## src/rtl/sbcrf_cfg.svh

```systemverilog
// Offsets, fields, reset values and timings of the control core.
// Assumes a 40 MHz clock; included by bare name.
`ifndef SBCRF_CFG_SVH
`define SBCRF_CFG_SVH

// Clock rate in kHz.
`define SBCRF_CLK_KHZ          40000
// Register byte offsets.
`define SBCRF_MODE_CTRL_OFS    8'h00
`define SBCRF_SUP_CTRL_OFS     8'h04
`define SBCRF_INT_STATUS_OFS   8'h08
`define SBCRF_DEV_STATUS_OFS   8'h0c
// Mode control fields.
`define SBCRF_OPMODE_LSB       0
`define SBCRF_AUX_BIT          2
`define SBCRF_WARN_BIT         3
`define SBCRF_FORCE_BIT        4
// Supply control fields.
`define SBCRF_LEVEL_BIT        0
`define SBCRF_CANSTBY_BIT      1
// Interrupt status fields.
`define SBCRF_PON_BIT          0
`define SBCRF_MAINW_BIT        1
`define SBCRF_CANW_BIT         2
`define SBCRF_WAKE_BIT         3
// Device status fields.
`define SBCRF_CANSTAT_BIT      0
`define SBCRF_XCVR_LSB         1
`define SBCRF_RSTACT_BIT       3
`define SBCRF_OTEMP_BIT        4
`define SBCRF_LIMP_BIT         5
// Reset values.
`define SBCRF_OPMODE_RST       2'h0
`define SBCRF_PON_RST          1'h1
`define SBCRF_SYNC_RST         8'hc1
// Times in microseconds; counter width in bits.
`define SBCRF_RST_SHORT_US     1000
`define SBCRF_RST_LONG_US      20000
`define SBCRF_EXT_FLTR_US      1
`define SBCRF_WAKE_TO_US       1000
`define SBCRF_WAKE_REC_US      1
`define SBCRF_WAKE_DOM_US      1
`define SBCRF_CNT_W            20

`endif

```

## src/rtl/sbcrf_pkg.sv

```systemverilog
// Types of the control core.
// Assumes sbcrf_cfg.svh is on the include path.
`include "sbcrf_cfg.svh"

package sbcrf_pkg;

  // Operating mode selection written by software.
  typedef enum logic [1:0] {
    SBCRF_OP_STBY  = 2'b00,
    SBCRF_OP_SLEEP = 2'b01,
    SBCRF_OP_NORM0 = 2'b10,
    SBCRF_OP_NORM1 = 2'b11
  } sbcrf_opmode_type;

  // CAN transceiver power state.
  typedef enum logic [1:0] {
    SBCRF_XCVR_OFF    = 2'b00,
    SBCRF_XCVR_LOWPWR = 2'b01,
    SBCRF_XCVR_ACTIVE = 2'b10
  } sbcrf_xcvr_type;

  // Phases of the remote wake filter.
  typedef enum logic [1:0] {
    SBCRF_WK_REC1 = 2'b00,
    SBCRF_WK_DOM1 = 2'b01,
    SBCRF_WK_REC2 = 2'b10,
    SBCRF_WK_DOM2 = 2'b11
  } sbcrf_wake_type;

  // Captured AHB address phase.
  typedef struct packed {
    logic       valid;
    logic       write;
    logic [7:0] addr;
  } sbcrf_aphase_type;

  // Synchronised pin levels.
  typedef struct packed {
    logic res_sense;
    logic rst_line;
    logic bus_dom;
    logic can_uv;
    logic main_uv70;
    logic main_uv90;
    logic overtemp;
    logic batt_ok;
  } sbcrf_pins_type;

endpackage

```

## src/rtl/sbcrf_core.sv

```systemverilog
// Control core: reset pulse, aux enable, limp-home, supplies, CAN modes.
// Assumes pin comparators, one AHB-Lite master and one 40 MHz clock.
`timescale 1ns/1ps

// How it works
// Supply or mode-exit resets pick length by resistor.
// All other reset causes give short pulse.
// Aux enable high when bit set, normal mode.
// Aux bit writable only in normal or standby.
// Any reset forces aux enable low.
// Every system reset sets the warn bit.
// Repeat reset with warn set sets force.
// Limp-home output is open drain, low active.
// Overtemp holds the force bit set.
// Software clears force bit, limp-home releases.
// Software clears warn bit after each reset.
// Low battery enters off; recovery enters standby.
// Leaving off sets the power-on flag.
// Main undervoltage resets at selected 90/70 level.
// Main supply at 90 percent raises warning.
// Mode 10 switches the CAN regulator off.
// CAN supply below 90 percent raises warning.
// CAN supply status real only in normal.
// CAN active in normal, enabled, supply good.
// Standby control set gives lowpower with wake.
// Standby or sleep without control powers down.
// Wake needs rec-dom-rec-dom within timeout.
// External low reset line filtered; internal resets drive.
// Writing one clears an interrupt flag.
// Pulse and wake times are cycle parameters.
module sbcrf_core
  import sbcrf_pkg::*;
#(
  parameter int RST_SHORT_CYC = (`SBCRF_RST_SHORT_US * `SBCRF_CLK_KHZ) / 1000,
  parameter int RST_LONG_CYC  = (`SBCRF_RST_LONG_US * `SBCRF_CLK_KHZ) / 1000,
  parameter int WAKE_TO_CYC   = (`SBCRF_WAKE_TO_US * `SBCRF_CLK_KHZ) / 1000
) (
  // Clock and reset.
  input  wire logic        SYS_CLK_I,
  input  wire logic        RESETN_I,
  // AHB-Lite slave.
  input  wire logic        HSEL_I,
  input  wire logic [31:0] HADDR_I,
  input  wire logic [1:0]  HTRANS_I,
  input  wire logic        HWRITE_I,
  input  wire logic [2:0]  HSIZE_I,
  input  wire logic [31:0] HWDATA_I,
  input  wire logic        HREADY_I,
  output logic      [31:0] HRDATA_O,
  output logic             HREADYOUT_O,
  output logic             HRESP_O,
  // Analog monitor inputs.
  input  wire logic        BATTERY_PIN_OK_I,
  input  wire logic        OVERTEMP_I,
  input  wire logic        MAIN_UV90_I,
  input  wire logic        MAIN_UV70_I,
  input  wire logic        CAN_SUPPLY_UV_I,
  input  wire logic        CAN_BUS_DOM_I,
  input  wire logic        RESET_RES_SENSE_I,
  // Reset cause from the watchdog logic, same clock.
  input  wire logic        WDOG_RESET_I,
  // Bidirectional system reset line.
  input  wire logic        SYS_RESET_LINE_N_I,
  output logic             SYS_RESET_LINE_N_O,
  output logic             SYS_RESET_LINE_OE_N_O,
  // Fail-safe and power outputs.
  output logic             AUX_EN_O,
  output logic             FALLBACK_N_O,
  output logic             FALLBACK_OE_N_O,
  output logic             CAN_REG_EN_O,
  output logic      [1:0]  CAN_XCVR_MODE_O,
  output logic             CAN_WAKE_O
);

  localparam int FLTR_CYC   = (`SBCRF_EXT_FLTR_US * `SBCRF_CLK_KHZ + 999) / 1000;
  localparam int WK_REC_CYC = (`SBCRF_WAKE_REC_US * `SBCRF_CLK_KHZ + 999) / 1000;
  localparam int WK_DOM_CYC = (`SBCRF_WAKE_DOM_US * `SBCRF_CLK_KHZ + 999) / 1000;
  localparam logic [7:0] SYNC_RST = `SBCRF_SYNC_RST;
  localparam int CW = `SBCRF_CNT_W;

  logic [7:0]       raw_pins;
  logic [7:0]       sync1_q;
  logic [7:0]       sync2_q;
  sbcrf_pins_type   pins;
  logic             main_uv90_dly_q;
  logic             can_uv_dly_q;
  logic             otemp_dly_q;
  sbcrf_aphase_type aph_q;
  logic [31:0]      rdata_q;
  logic             wr_mode;
  logic             wr_sup;
  logic             wr_int;
  sbcrf_opmode_type opmode_q;
  logic             aux_q;
  logic             warn_q;
  logic             force_q;
  logic             level_sel_q;
  logic             can_stby_q;
  logic [3:0]       int_flags_q;
  logic             off_q;
  logic             otemp_q;
  logic             is_normal;
  logic             main_trip;
  logic             hold_req;
  logic             sel_req;
  logic             short_req;
  logic             ext_low;
  logic [7:0]       fltr_cnt_q;
  logic [CW-1:0]    rst_cnt_q;
  logic             rst_active;
  logic             rst_hold_q;
  logic             sys_rst_evt;
  sbcrf_xcvr_type   xcvr;
  sbcrf_wake_type   wk_state_q;
  logic [CW-1:0]    wk_to_q;
  logic [7:0]       wk_ph_q;
  logic             wk_evt;

  // Word address match, shared by write strobes and read mux.
  function automatic logic hit(input logic [7:0] a, input logic [7:0] ofs);
    return (a & 8'hfc) == ofs;
  endfunction

  // Two-stage synchronisers for the pins.
  assign raw_pins = {RESET_RES_SENSE_I, SYS_RESET_LINE_N_I, CAN_BUS_DOM_I, CAN_SUPPLY_UV_I,
                     MAIN_UV70_I, MAIN_UV90_I, OVERTEMP_I, BATTERY_PIN_OK_I};
  generate
    for (genvar g = 0; g < 8; g++) begin : g_sync
      always_ff @(posedge SYS_CLK_I) begin
        if (!RESETN_I) begin
          sync1_q[g] <= SYNC_RST[g];
          sync2_q[g] <= SYNC_RST[g];
        end else begin
          sync1_q[g] <= raw_pins[g];
          sync2_q[g] <= sync1_q[g];
        end
      end
    end
  endgenerate
  assign pins = sbcrf_pins_type'(sync2_q);

  // Delayed copies for edge detection.
  always_ff @(posedge SYS_CLK_I) begin
    if (!RESETN_I) begin
      main_uv90_dly_q <= 1'b0;
      can_uv_dly_q    <= 1'b0;
      otemp_dly_q     <= 1'b0;
    end else begin
      main_uv90_dly_q <= pins.main_uv90;
      can_uv_dly_q    <= pins.can_uv;
      otemp_dly_q     <= otemp_q;
    end
  end

  // Off and overtemp tracking.
  always_ff @(posedge SYS_CLK_I) begin
    if (!RESETN_I) begin
      off_q   <= 1'b0;
      otemp_q <= 1'b0;
    end else begin
      off_q   <= !pins.batt_ok;
      otemp_q <= pins.batt_ok && pins.overtemp && (otemp_q || opmode_q != SBCRF_OP_SLEEP);
    end
  end

  assign is_normal = opmode_q[1] && !off_q && !otemp_q;

  // AHB-Lite address phase capture; zero wait states, always OKAY.
  assign HREADYOUT_O = 1'b1;
  assign HRESP_O     = 1'b0;
  always_ff @(posedge SYS_CLK_I) begin
    if (!RESETN_I) begin
      aph_q <= '0;
    end else if (HREADY_I) begin
      aph_q.valid <= HSEL_I && HTRANS_I[1];
      aph_q.write <= HWRITE_I;
      aph_q.addr  <= {HADDR_I[7:2], 2'b00};
    end
  end

  assign wr_mode = aph_q.valid && aph_q.write && hit(aph_q.addr, `SBCRF_MODE_CTRL_OFS);
  assign wr_sup  = aph_q.valid && aph_q.write && hit(aph_q.addr, `SBCRF_SUP_CTRL_OFS);
  assign wr_int  = aph_q.valid && aph_q.write && hit(aph_q.addr, `SBCRF_INT_STATUS_OFS);

  // Read data is registered during the address phase; unmapped words read zero.
  always_ff @(posedge SYS_CLK_I) begin
    if (!RESETN_I) begin
      rdata_q <= '0;
    end else if (HREADY_I && HSEL_I && HTRANS_I[1] && !HWRITE_I) begin
      rdata_q <= '0;
      if (hit(HADDR_I[7:0], `SBCRF_MODE_CTRL_OFS)) begin
        rdata_q[`SBCRF_OPMODE_LSB +: 2] <= opmode_q;
        rdata_q[`SBCRF_AUX_BIT]         <= aux_q;
        rdata_q[`SBCRF_WARN_BIT]        <= warn_q;
        rdata_q[`SBCRF_FORCE_BIT]       <= force_q;
      end else if (hit(HADDR_I[7:0], `SBCRF_SUP_CTRL_OFS)) begin
        rdata_q[`SBCRF_LEVEL_BIT]   <= level_sel_q;
        rdata_q[`SBCRF_CANSTBY_BIT] <= can_stby_q;
      end else if (hit(HADDR_I[7:0], `SBCRF_INT_STATUS_OFS)) begin
        rdata_q[3:0] <= int_flags_q;
      end else if (hit(HADDR_I[7:0], `SBCRF_DEV_STATUS_OFS)) begin
        rdata_q[`SBCRF_CANSTAT_BIT]    <= is_normal ? !pins.can_uv : 1'b1;
        rdata_q[`SBCRF_XCVR_LSB +: 2]  <= xcvr;
        rdata_q[`SBCRF_RSTACT_BIT]     <= rst_active;
        rdata_q[`SBCRF_OTEMP_BIT]      <= otemp_q;
        rdata_q[`SBCRF_LIMP_BIT]       <= force_q;
      end
    end
  end
  assign HRDATA_O = rdata_q;

  // Reset causes: length-selectable ones, plain short ones, and level holds.
  assign main_trip = level_sel_q ? pins.main_uv70 : pins.main_uv90;
  assign ext_low   = !pins.rst_line && SYS_RESET_LINE_OE_N_O;
  assign sel_req   = (main_trip && !off_q) || (off_q && pins.batt_ok)
                     || (otemp_dly_q && !otemp_q);
  assign short_req = WDOG_RESET_I || (fltr_cnt_q == 8'(FLTR_CYC));
  assign hold_req  = sel_req || short_req || otemp_q || (main_trip && !off_q);

  // External reset filter: line low and undriven for the filter time.
  always_ff @(posedge SYS_CLK_I) begin
    if (!RESETN_I || !ext_low) begin
      fltr_cnt_q <= '0;
    end else if (fltr_cnt_q != 8'(FLTR_CYC)) begin
      fltr_cnt_q <= fltr_cnt_q + 8'h01;
    end
  end

  // Reset pulse counter; reloaded while a cause is held so the pulse stretches.
  always_ff @(posedge SYS_CLK_I) begin
    if (!RESETN_I) begin
      rst_cnt_q <= '0;
    end else if (off_q && !pins.batt_ok) begin
      rst_cnt_q <= '0;
    end else if (sel_req && !pins.res_sense) begin
      rst_cnt_q <= `SBCRF_CNT_W'(RST_LONG_CYC);
    end else if (sel_req || short_req || otemp_q) begin
      rst_cnt_q <= `SBCRF_CNT_W'(RST_SHORT_CYC);
    end else if (rst_cnt_q != '0) begin
      rst_cnt_q <= rst_cnt_q - `SBCRF_CNT_W'(1);
    end
  end
  assign rst_active = rst_cnt_q != '0;

  // One system reset event per rise of the combined cause request; a cause that starts while another is held gives none.
  always_ff @(posedge SYS_CLK_I) begin
    if (!RESETN_I) begin
      rst_hold_q <= 1'b0;
    end else begin
      rst_hold_q <= hold_req;
    end
  end
  assign sys_rst_evt = hold_req && !rst_hold_q;

  // Internal resets pull the line low; released otherwise.
  assign SYS_RESET_LINE_N_O    = 1'b0;
  assign SYS_RESET_LINE_OE_N_O = !(rst_active && !short_req) && !(rst_active && fltr_cnt_q == '0);

  // Mode control register; hardware effects win over software writes.
  always_ff @(posedge SYS_CLK_I) begin
    if (!RESETN_I || off_q) begin
      opmode_q <= sbcrf_opmode_type'(`SBCRF_OPMODE_RST);
      aux_q    <= 1'b0;
    end else begin
      if (wr_mode && !otemp_q) begin
        opmode_q <= sbcrf_opmode_type'(HWDATA_I[`SBCRF_OPMODE_LSB +: 2]);
        if (opmode_q != SBCRF_OP_SLEEP) begin
          aux_q <= HWDATA_I[`SBCRF_AUX_BIT];
        end
      end
      if (otemp_q) begin
        opmode_q <= SBCRF_OP_STBY;
      end
      if (rst_active || sys_rst_evt) begin
        aux_q <= 1'b0;
      end
    end
  end

  // Limp-home warning and force bits.
  always_ff @(posedge SYS_CLK_I) begin
    if (!RESETN_I || (off_q && !pins.batt_ok)) begin
      warn_q  <= 1'b0;
      force_q <= 1'b0;
    end else begin
      if (wr_mode) begin
        warn_q  <= HWDATA_I[`SBCRF_WARN_BIT];
        force_q <= HWDATA_I[`SBCRF_FORCE_BIT];
      end
      if (sys_rst_evt) begin
        warn_q <= 1'b1;
        if (warn_q) begin
          force_q <= 1'b1;
        end
      end
      if (otemp_q) begin
        force_q <= 1'b1;
      end
    end
  end

  // Supply control register.
  always_ff @(posedge SYS_CLK_I) begin
    if (!RESETN_I || off_q) begin
      level_sel_q <= 1'b0;
      can_stby_q  <= 1'b0;
    end else if (wr_sup) begin
      level_sel_q <= HWDATA_I[`SBCRF_LEVEL_BIT];
      can_stby_q  <= HWDATA_I[`SBCRF_CANSTBY_BIT];
    end
  end

  // Interrupt flags: write one to clear, a same-cycle event keeps its flag set.
  always_ff @(posedge SYS_CLK_I) begin
    if (!RESETN_I) begin
      int_flags_q                 <= '0;
      int_flags_q[`SBCRF_PON_BIT] <= `SBCRF_PON_RST;
    end else if (off_q && !pins.batt_ok) begin
      int_flags_q <= '0;
    end else begin
      if (wr_int) begin
        int_flags_q <= int_flags_q & ~HWDATA_I[3:0];
      end
      if (off_q) begin
        int_flags_q[`SBCRF_PON_BIT] <= 1'b1;
      end
      if (pins.main_uv90 && !main_uv90_dly_q) begin
        int_flags_q[`SBCRF_MAINW_BIT] <= 1'b1;
      end
      if (pins.can_uv && !can_uv_dly_q && CAN_REG_EN_O) begin
        int_flags_q[`SBCRF_CANW_BIT] <= 1'b1;
      end
      if (wk_evt) begin
        int_flags_q[`SBCRF_WAKE_BIT] <= 1'b1;
      end
    end
  end

  // Transceiver power state.
  always_comb begin
    if (off_q || otemp_q) begin
      xcvr = SBCRF_XCVR_OFF;
    end else if (can_stby_q) begin
      xcvr = SBCRF_XCVR_LOWPWR;
    end else if (is_normal && !pins.can_uv) begin
      xcvr = SBCRF_XCVR_ACTIVE;
    end else begin
      xcvr = SBCRF_XCVR_OFF;
    end
  end

  // Wake filter: each phase needs its minimum time, glitches restart only the phase timer.
  always_ff @(posedge SYS_CLK_I) begin
    if (!RESETN_I || xcvr != SBCRF_XCVR_LOWPWR) begin
      wk_state_q <= SBCRF_WK_REC1;
      wk_to_q    <= '0;
      wk_ph_q    <= '0;
    end else begin
      if (wk_state_q != SBCRF_WK_REC1) begin
        wk_to_q <= wk_to_q + `SBCRF_CNT_W'(1);
      end
      if (wk_to_q == `SBCRF_CNT_W'(WAKE_TO_CYC)) begin
        wk_state_q <= SBCRF_WK_REC1;
        wk_to_q    <= '0;
        wk_ph_q    <= '0;
      end else if (pins.bus_dom != wk_state_q[0]) begin
        wk_ph_q <= '0;
      end else if (wk_ph_q + 8'h01 >= (wk_state_q[0] ? 8'(WK_DOM_CYC) : 8'(WK_REC_CYC))) begin
        wk_ph_q    <= '0;
        wk_state_q <= sbcrf_wake_type'(wk_state_q + 2'b01);
        if (wk_state_q == SBCRF_WK_DOM2) begin
          wk_to_q <= '0;
        end
      end else begin
        wk_ph_q <= wk_ph_q + 8'h01;
      end
    end
  end
  assign wk_evt = xcvr == SBCRF_XCVR_LOWPWR && wk_state_q == SBCRF_WK_DOM2 && pins.bus_dom
                  && wk_to_q != `SBCRF_CNT_W'(WAKE_TO_CYC)
                  && wk_ph_q + 8'h01 >= 8'(WK_DOM_CYC);

  // Registered outputs.
  always_ff @(posedge SYS_CLK_I) begin
    if (!RESETN_I) begin
      AUX_EN_O        <= 1'b0;
      FALLBACK_OE_N_O <= 1'b1;
      CAN_REG_EN_O    <= 1'b0;
      CAN_XCVR_MODE_O <= SBCRF_XCVR_OFF;
      CAN_WAKE_O      <= 1'b0;
    end else begin
      AUX_EN_O        <= aux_q && opmode_q[1] && !rst_active && !sys_rst_evt && !off_q;
      FALLBACK_OE_N_O <= !force_q;
      CAN_REG_EN_O    <= !off_q && !otemp_q && opmode_q != SBCRF_OP_NORM0;
      CAN_XCVR_MODE_O <= xcvr;
      CAN_WAKE_O      <= wk_evt;
    end
  end
  assign FALLBACK_N_O = 1'b0;

endmodule

```

## config.mk

```make
export PLATFORM = sky130hd
export DESIGN_NAME = sbcrf_core
export DESIGN_NICKNAME = d
export VERILOG_FILES = /design/src/rtl/sbcrf_pkg.sv /design/src/rtl/sbcrf_core.sv
export VERILOG_INCLUDE_DIRS = /design/src /design/src/rtl
export SDC_FILE = /design/constraint.sdc
export NUM_CORES = 1
export LEC_CHECK = 0
export BUFFER_PORTS_ARGS = -buffer_cell sky130_fd_sc_hd__buf_2
export CORE_MARGIN = 10
export CORE_UTILIZATION = 47
export DETAILED_ROUTE_END_ITERATION = 16
export GPL_TIMING_DRIVEN = 1
export PLACE_DENSITY = 0.73
export SKIP_LAST_GASP = 1
export SYNTH_ARGS = -nofsm -noshare
export SYNTH_HDL_FRONTEND = slang
export SYNTH_SLANG_ARGS = --single-unit
```

## constraint.sdc

```tcl
create_clock -name SYS_CLK_I -period 1.9 [get_ports SYS_CLK_I]
set_clock_uncertainty 0.15 [all_clocks]
set_input_delay 0.475 -clock SYS_CLK_I [delete_from_list [all_inputs] [get_ports SYS_CLK_I]]
set_output_delay 0.475 -clock SYS_CLK_I [all_outputs]
set_load 0.005 [all_outputs]
```

=== Word-level counts from Yosys, hierarchy flattened ===
Index checks and enable logic that the tools add are counted.

* Bits in registers: 111
* Bits in latches: 0
* RAM bits: 0
* Memory bits (read-only): 0
* Input bits: 83
* Output and inout bits: 43
* Logic and storage cells: 193
* Memories kept: 0

* $add $sub $neg: 5
* Multipliers: 0
* Div/mod/pow operators: 0
* $lt $le $gt $ge: 1
* Equality and inequality tests: 15
* Shift operators: 0
* Mux-type cells: 31
* Bitwise operators: 4
* Reductions and logical operators: 89

{| class="wikitable"
|+ Operators with widths
! operator !! count
|-
| two-way mux 20 bit || 7
|-
| logical AND 1 bit || 37
|-
| logical NOT 8 bit || 3
|-
| adder 20 x 1 -> 20 bit, second input constant || 1
|-
| == test 20 x 16 -> 1 bit, second input constant || 1
|-
| != test 20 x 16 -> 1 bit, second input constant || 1
|-
| nonzero test 20 bit || 1
|-
| subtractor 20 x 1 -> 20 bit, second input constant || 1
|-
| == test 6 x 2 -> 1 bit, second input constant || 3
|-
| logical NOT 1 bit || 18
|-
| adder 8 x 1 -> 8 bit, second input constant || 2
|-
| two-way mux 1 bit || 14
|-
| logical OR 1 bit || 13
|-
| == test 6 x 1 -> 1 bit, second input constant || 2
|-
| two-way mux 4 bit || 3
|-
| nonzero test 2 bit || 6
|-
| two-way mux 2 bit || 5
|-
| == test 8 x 6 -> 1 bit, second input constant || 1
|-
| greater-or-equal comparator 8 x 6 -> 1 bit, second input constant || 1
|-
| != test 8 x 6 -> 1 bit, second input constant || 1
|-
| OR reduction 2 bit || 4
|-
| OR reduction 4 bit || 2
|-
| two-way mux 6 bit || 1
|-
| nonzero test 3 bit || 2
|-
| 12 further kinds || 15
|}

=== Longest topological paths before layout ===
* Depth in word-level cells: 13
* Depth in mapped cells: 9
* Depth with buffers taken out: 8

=== Least setup slack after synthesis ===
Ideal clock, no wire load.

* Path type: flip-flop to flip-flop
* Start: register wk_ph_q[0]
* End: register wk_to_q[0]
* Setup time: 0.065 ns
* Arrival: 1.917 ns
* Data required time: 1.685 ns
* Path slack: -0.233 ns
* Stages on the path, launching flop included: 9
* Path buffers: 1
* Clock period less this slack: 2.133 ns
* Cell sequence: dfxtp_1 -> ha_1 -> xor2_1 -> a2bb2oi_1 -> or3_1 -> a31oi_1 -> o21ai_1 -> clkbuf_1 -> nor2_1

* Word-level cells in the longest chain between the ends: 4

{| class="wikitable"
|+ Ends and longest elaborated chain
! element !! RTL line !! RTL
|-
| start, declared || sbcrf_core.sv:116 || <nowiki>logic [7:0] wk_ph_q;</nowiki>
|-
| start signal, assigned || sbcrf_core.sv:375 || <nowiki>wk_ph_q <= wk_ph_q + 8'h01;</nowiki>
|-
| adder 8 x 1 -> 8 bit || sbcrf_core.sv:368 || <nowiki>end else if (wk_ph_q + 8'h01 >= (wk_state_q[0] ? 8'(WK_DOM_CYC) : 8'(WK_REC_CYC))) begin</nowiki>
|-
| greater-or-equal comparator 8 x 6 -> 1 bit || sbcrf_core.sv:368 ||
|-
| two-way mux 20 bit || sbcrf_core.sv:368 ||
|-
| two-way mux 20 bit || sbcrf_core.sv:366 || <nowiki>end else if (pins.bus_dom != wk_state_q[0]) begin</nowiki>
|-
| end signal, assigned || sbcrf_core.sv:360 || <nowiki>wk_to_q <= wk_to_q + `SBCRF_CNT_W'(1);</nowiki>
|-
| end, declared || sbcrf_core.sv:115 || <nowiki>logic [CW-1:0] wk_to_q;</nowiki>
|}

No other way between the ends.
A chain may end at the register's enable or synchronous reset.

=== Worst setup path after layout ===
* Start: register rst_cnt_q[5]
* End: register rst_cnt_q[11]

* Word-level cells in the longest chain between the ends: 3
* Elaborated cells on any way between the ends: 5
* Classes of those cells: add/sub (1); mux (2); reduce/logical (2)

{| class="wikitable"
|+ Ends and longest elaborated chain
! element !! RTL line !! RTL
|-
| start, declared || sbcrf_core.sv:109 || <nowiki>logic [CW-1:0] rst_cnt_q;</nowiki>
|-
| start signal, assigned || sbcrf_core.sv:236 || <nowiki>rst_cnt_q <= `SBCRF_CNT_W'(RST_LONG_CYC);</nowiki>
|-
| start signal, assigned || sbcrf_core.sv:238 || <nowiki>rst_cnt_q <= `SBCRF_CNT_W'(RST_SHORT_CYC);</nowiki>
|-
| start signal, assigned || sbcrf_core.sv:240 || <nowiki>rst_cnt_q <= rst_cnt_q - `SBCRF_CNT_W'(1);</nowiki>
|-
| subtractor 20 x 1 -> 20 bit || sbcrf_core.sv:240 ||
|-
| two-way mux 20 bit || sbcrf_core.sv:239 || <nowiki>end else if (rst_cnt_q != '0) begin</nowiki>
|-
| two-way mux 20 bit || sbcrf_core.sv:237 || <nowiki>end else if (sel_req || short_req || otemp_q) begin</nowiki>
|}

Parallel ways exist; a longest one is shown, timed or not. The select of a mux whose other input is x is not followed.

==> impl_metrics.env <==
export IMPL_drtIter0Drc=281
export IMPL_end_kind="register"
export IMPL_cts_buffers=9
export IMPL_grt_max_degree=19
export IMPL_final_util_pct=62.9
export IMPL_crit_path_start="rst_cnt_q[5]$_SDFFE_PP0P_"
export IMPL_reg2reg_to="rst_cnt_q[11]$_SDFFE_PP0P_"
export IMPL_dr_total_vias=4032
export IMPL_cts_tree="done"
export IMPL_power_density_nw_per_um2=708
export IMPL_initial_core_util_pct=47.9
export IMPL_maxSlewViolCount=0
export IMPL_synthAdderAreaFrac_pct=2.29
export IMPL_path_clk_slew_ns=0.10
export IMPL_first_global_vias=4088
export IMPL_htree_levels=3
export IMPL_synth_cells=535
export IMPL_r2r_slack_ns=-0.51
export IMPL_worstPathRequired_ns=1.99
export IMPL_violations="setup timing"
export IMPL_n_fill_cell=853
export IMPL_reg2reg_depth=10
export IMPL_netlist_area_sq_um=4930
export IMPL_critPathMaxFanout=3
export IMPL_synth_distinct_cells=60
export IMPL_grt_setup_unrepaired="yes"
export IMPL_cap_violations=0
export IMPL_overflow=0
export IMPL_reg2reg_from="rst_cnt_q[5]$_SDFFE_PP0P_"
export IMPL_grt_usage_pct=15.1
export IMPL_ioPinCount=126
export IMPL_finalSetupTns_ns=-13.17
export IMPL_slew_headroom_pct=61.8
export IMPL_die_area_sq_um=15000
export IMPL_areaGrowthSynthToFinish_pct=31.3
export IMPL_min_period_over_period_pct=127
export IMPL_ant_nets=0
export IMPL_io_buffers=38
export IMPL_start_kind="register"
export IMPL_hold_violations=0
export IMPL_mostFrequentLayoutCells="101 x dfxtp_1, 73 x buf_4, 51 x nor2_1"
export IMPL_cts_path_max_buffers=2
export IMPL_fmax_ghz=0.414
export IMPL_fin_nets=752
export IMPL_async_flop_share_pct=0
export IMPL_instances_no_fill=799
export IMPL_tightest_slew_ns=0.567
export IMPL_hold_depth=2
export IMPL_drcViolationCount=0
export IMPL_mostFrequentLayoutCell="dfxtp_1"
export IMPL_grt_pass1_wl_um=18600
export IMPL_gp_congestion=0.890
export IMPL_core_area_sq_um=10300
export IMPL_crit_type="register to register"
export IMPL_setup_violations=62
export IMPL_wire_per_inst_um=15.2
export IMPL_dpl_cell_count=759
export IMPL_vias_per_cell=5.05
export IMPL_diodes=0
export IMPL_synthMuxAreaShare_pct=4.72
export IMPL_dpl_hpwl_um=8040
export IMPL_synth_compound_area_share_pct=6.25
export IMPL_vdd_drop_max_mv=0.557
export IMPL_die_h_um=122
export IMPL_clock_sinks=111
export IMPL_antenna_found_initial=0
export IMPL_drt_total_wl_um=12100
export IMPL_hold_start="BATTERY_PIN_OK_I"
export IMPL_fin_crit_ns=2.41
export IMPL_ys_seq_area_share_pct=45.1
export IMPL_dp_slack_ns=-0.197
export IMPL_hp_class="input pin to register"
export IMPL_synth_main_ff_cell="dfxtp_1"
export IMPL_synth_top_family_by_area="simple AND/OR/NAND/NOR gates"
export IMPL_clock_latency_ns=0.38
export IMPL_finalPower_uw=4580
export IMPL_ctsRootBufferMaster="clkbuf_8"
export IMPL_cp_data_arrival_time_ns=2.51
export IMPL_setup_slack_ns=-0.514
export IMPL_ctsHoldBuffers=0
export IMPL_synth_area_per_cell_sq_um=9.21
export IMPL_outcome="complete, but fails checks"
export IMPL_rows=37
export IMPL_drt_pass1_iter_count=4
export IMPL_die_width_um=122
export IMPL_synth_xor_area_share_pct=8.36
export IMPL_holdPathEnd="sync1_q[0]$_SDFF_PN1_"
export IMPL_synth_edf_count=0
export IMPL_ys_ff_latch=111
export IMPL_drive_above_1_share_pct=36.5
export IMPL_synth_simple_gate_area_share_pct=26.0
export IMPL_ys_warn_count=0
export IMPL_p_leak_uw=0.00258
-- cell usage after synthesis (6+ instances only) --
library cell / n / share of area (%)
dfxtp_1: 111 / 45
nor2_1: 81 / 6.2
nand2_1: 34 / 2.6
buf_4: 30 / 4.6
nand3_1: 27 / 2.7
xnor2_1: 25 / 4.4
xor2_1: 22 / 3.9
mux2i_1: 21 / 4.3
inv_1: 18 / 1.4
and2_1: 14 / 1.8
a21oi_1: 12 / 1.2
clkbuf_1: 9 / 0.69
ha_1: 9 / 2.3
o21ai_0: 9 / 0.91
and3_1: 8 / 1.0
nand2b_1: 7 / 0.89
a31oi_1: 6 / 0.76
nand4_1: 6 / 0.76
nor2b_1: 6 / 0.76
nor3_1: 6 / 0.61
-- sequential cells by signal, summed over array words and instances, names as in the netlist, 2 cells and up --
name / count
CAN_XCVR_MODE_O: 2
HRDATA_O: 6
aph_q: 8
fltr_cnt_q: 8
int_flags_q: 4
opmode_q: 2
pins: 8
rst_cnt_q: 20
sync1_q: 8
wk_ph_q: 8
wk_state_q: 2
wk_to_q: 20
-- how the worst max path moves through the flow --
stage,end,slack [ns],cells past startpoint
6_report,rst_cnt_q[11]$_SDFFE_PP0P_,-0.51,10
5_1_grt,rst_cnt_q[11]$_SDFFE_PP0P_,-0.59,10
4_1_cts,SYS_RESET_LINE_OE_N_O,-0.53,5
3_5_place_dp,rst_cnt_q[19]$_SDFFE_PP0P_,-0.20,6
3_3_place_gp,rst_cnt_q[14]$_SDFFE_PP0P_,-0.15,6
2_1_floorplan,AUX_EN_O$_SDFF_PN0_,-0.08,6
-- logic make-up after synthesis --
group                      after synthesis
buffers and inverters                   61
DFF                                    111
adders and majority gates                9
and+or+nand+nor                        233
AOI/OAI and AO/OA                       50
xor gates and xnor gates                47
muxes                                   22
other                                    2
-- routing by layer --
layer | vias to the layer above | part of all wire, % | global-route usage, %
li1 | 1999 | - | -
met1 | 1914 | 39 | 16.6
met2 | 94 | 54 | 27.6
met3 | 25 | 5.3 | 3.99
met4 | 0 | 1.8 | 5.01
met5 | - | 0 | 0
-- cell type report --
class	count	area, sq um	area share (%)
Multi-Input combinational cell	393	2920	45.1
Sequential cell	111	2230	34.6
Timing Repair Buffer	126	907	14.0
Tap cell	136	170	2.63
Clock buffer	9	124	1.92
Inverter	19	71.3	1.10
Clock inverter	5	43.8	0.677
-- worst max-delay path: stages, from the launching register on --
cell	delay, ns
dfxtp_2	0.33
or4_4	0.55
buf_4	0.16
buf_6	0.11
nor3_4	0.15
buf_4	0.17
nand4_4	0.10
buf_6	0.15
buf_4	0.12
xor2_1	0.17
a21oi_1	0.11
-- power breakdown --
group	switching [uW]	internal [uW]
registers	65.4	2400
logic	405	424
clock network	803	479
-- timing repair --
| action | CTS | global route |
|---|---|---|
| pin swaps | 25 | 25 |
| buffers inserted | 13 | 12 |
| resized for setup | 54 | 64 |
| setup endpoints to repair | 61 | 66 |
| gates cloned | 2 | 0 |
-- stage by stage --
step	hold slack (ns)	area, sq um
4_1_cts	0.110	6140
3_3_place_gp	0.239	5650
6_report	0.120	6470
3_5_place_dp	0.242	5650
5_1_grt	0.103	6470
2_1_floorplan	0.236	5110
Note: power is estimated with default switching activity, not from simulation.
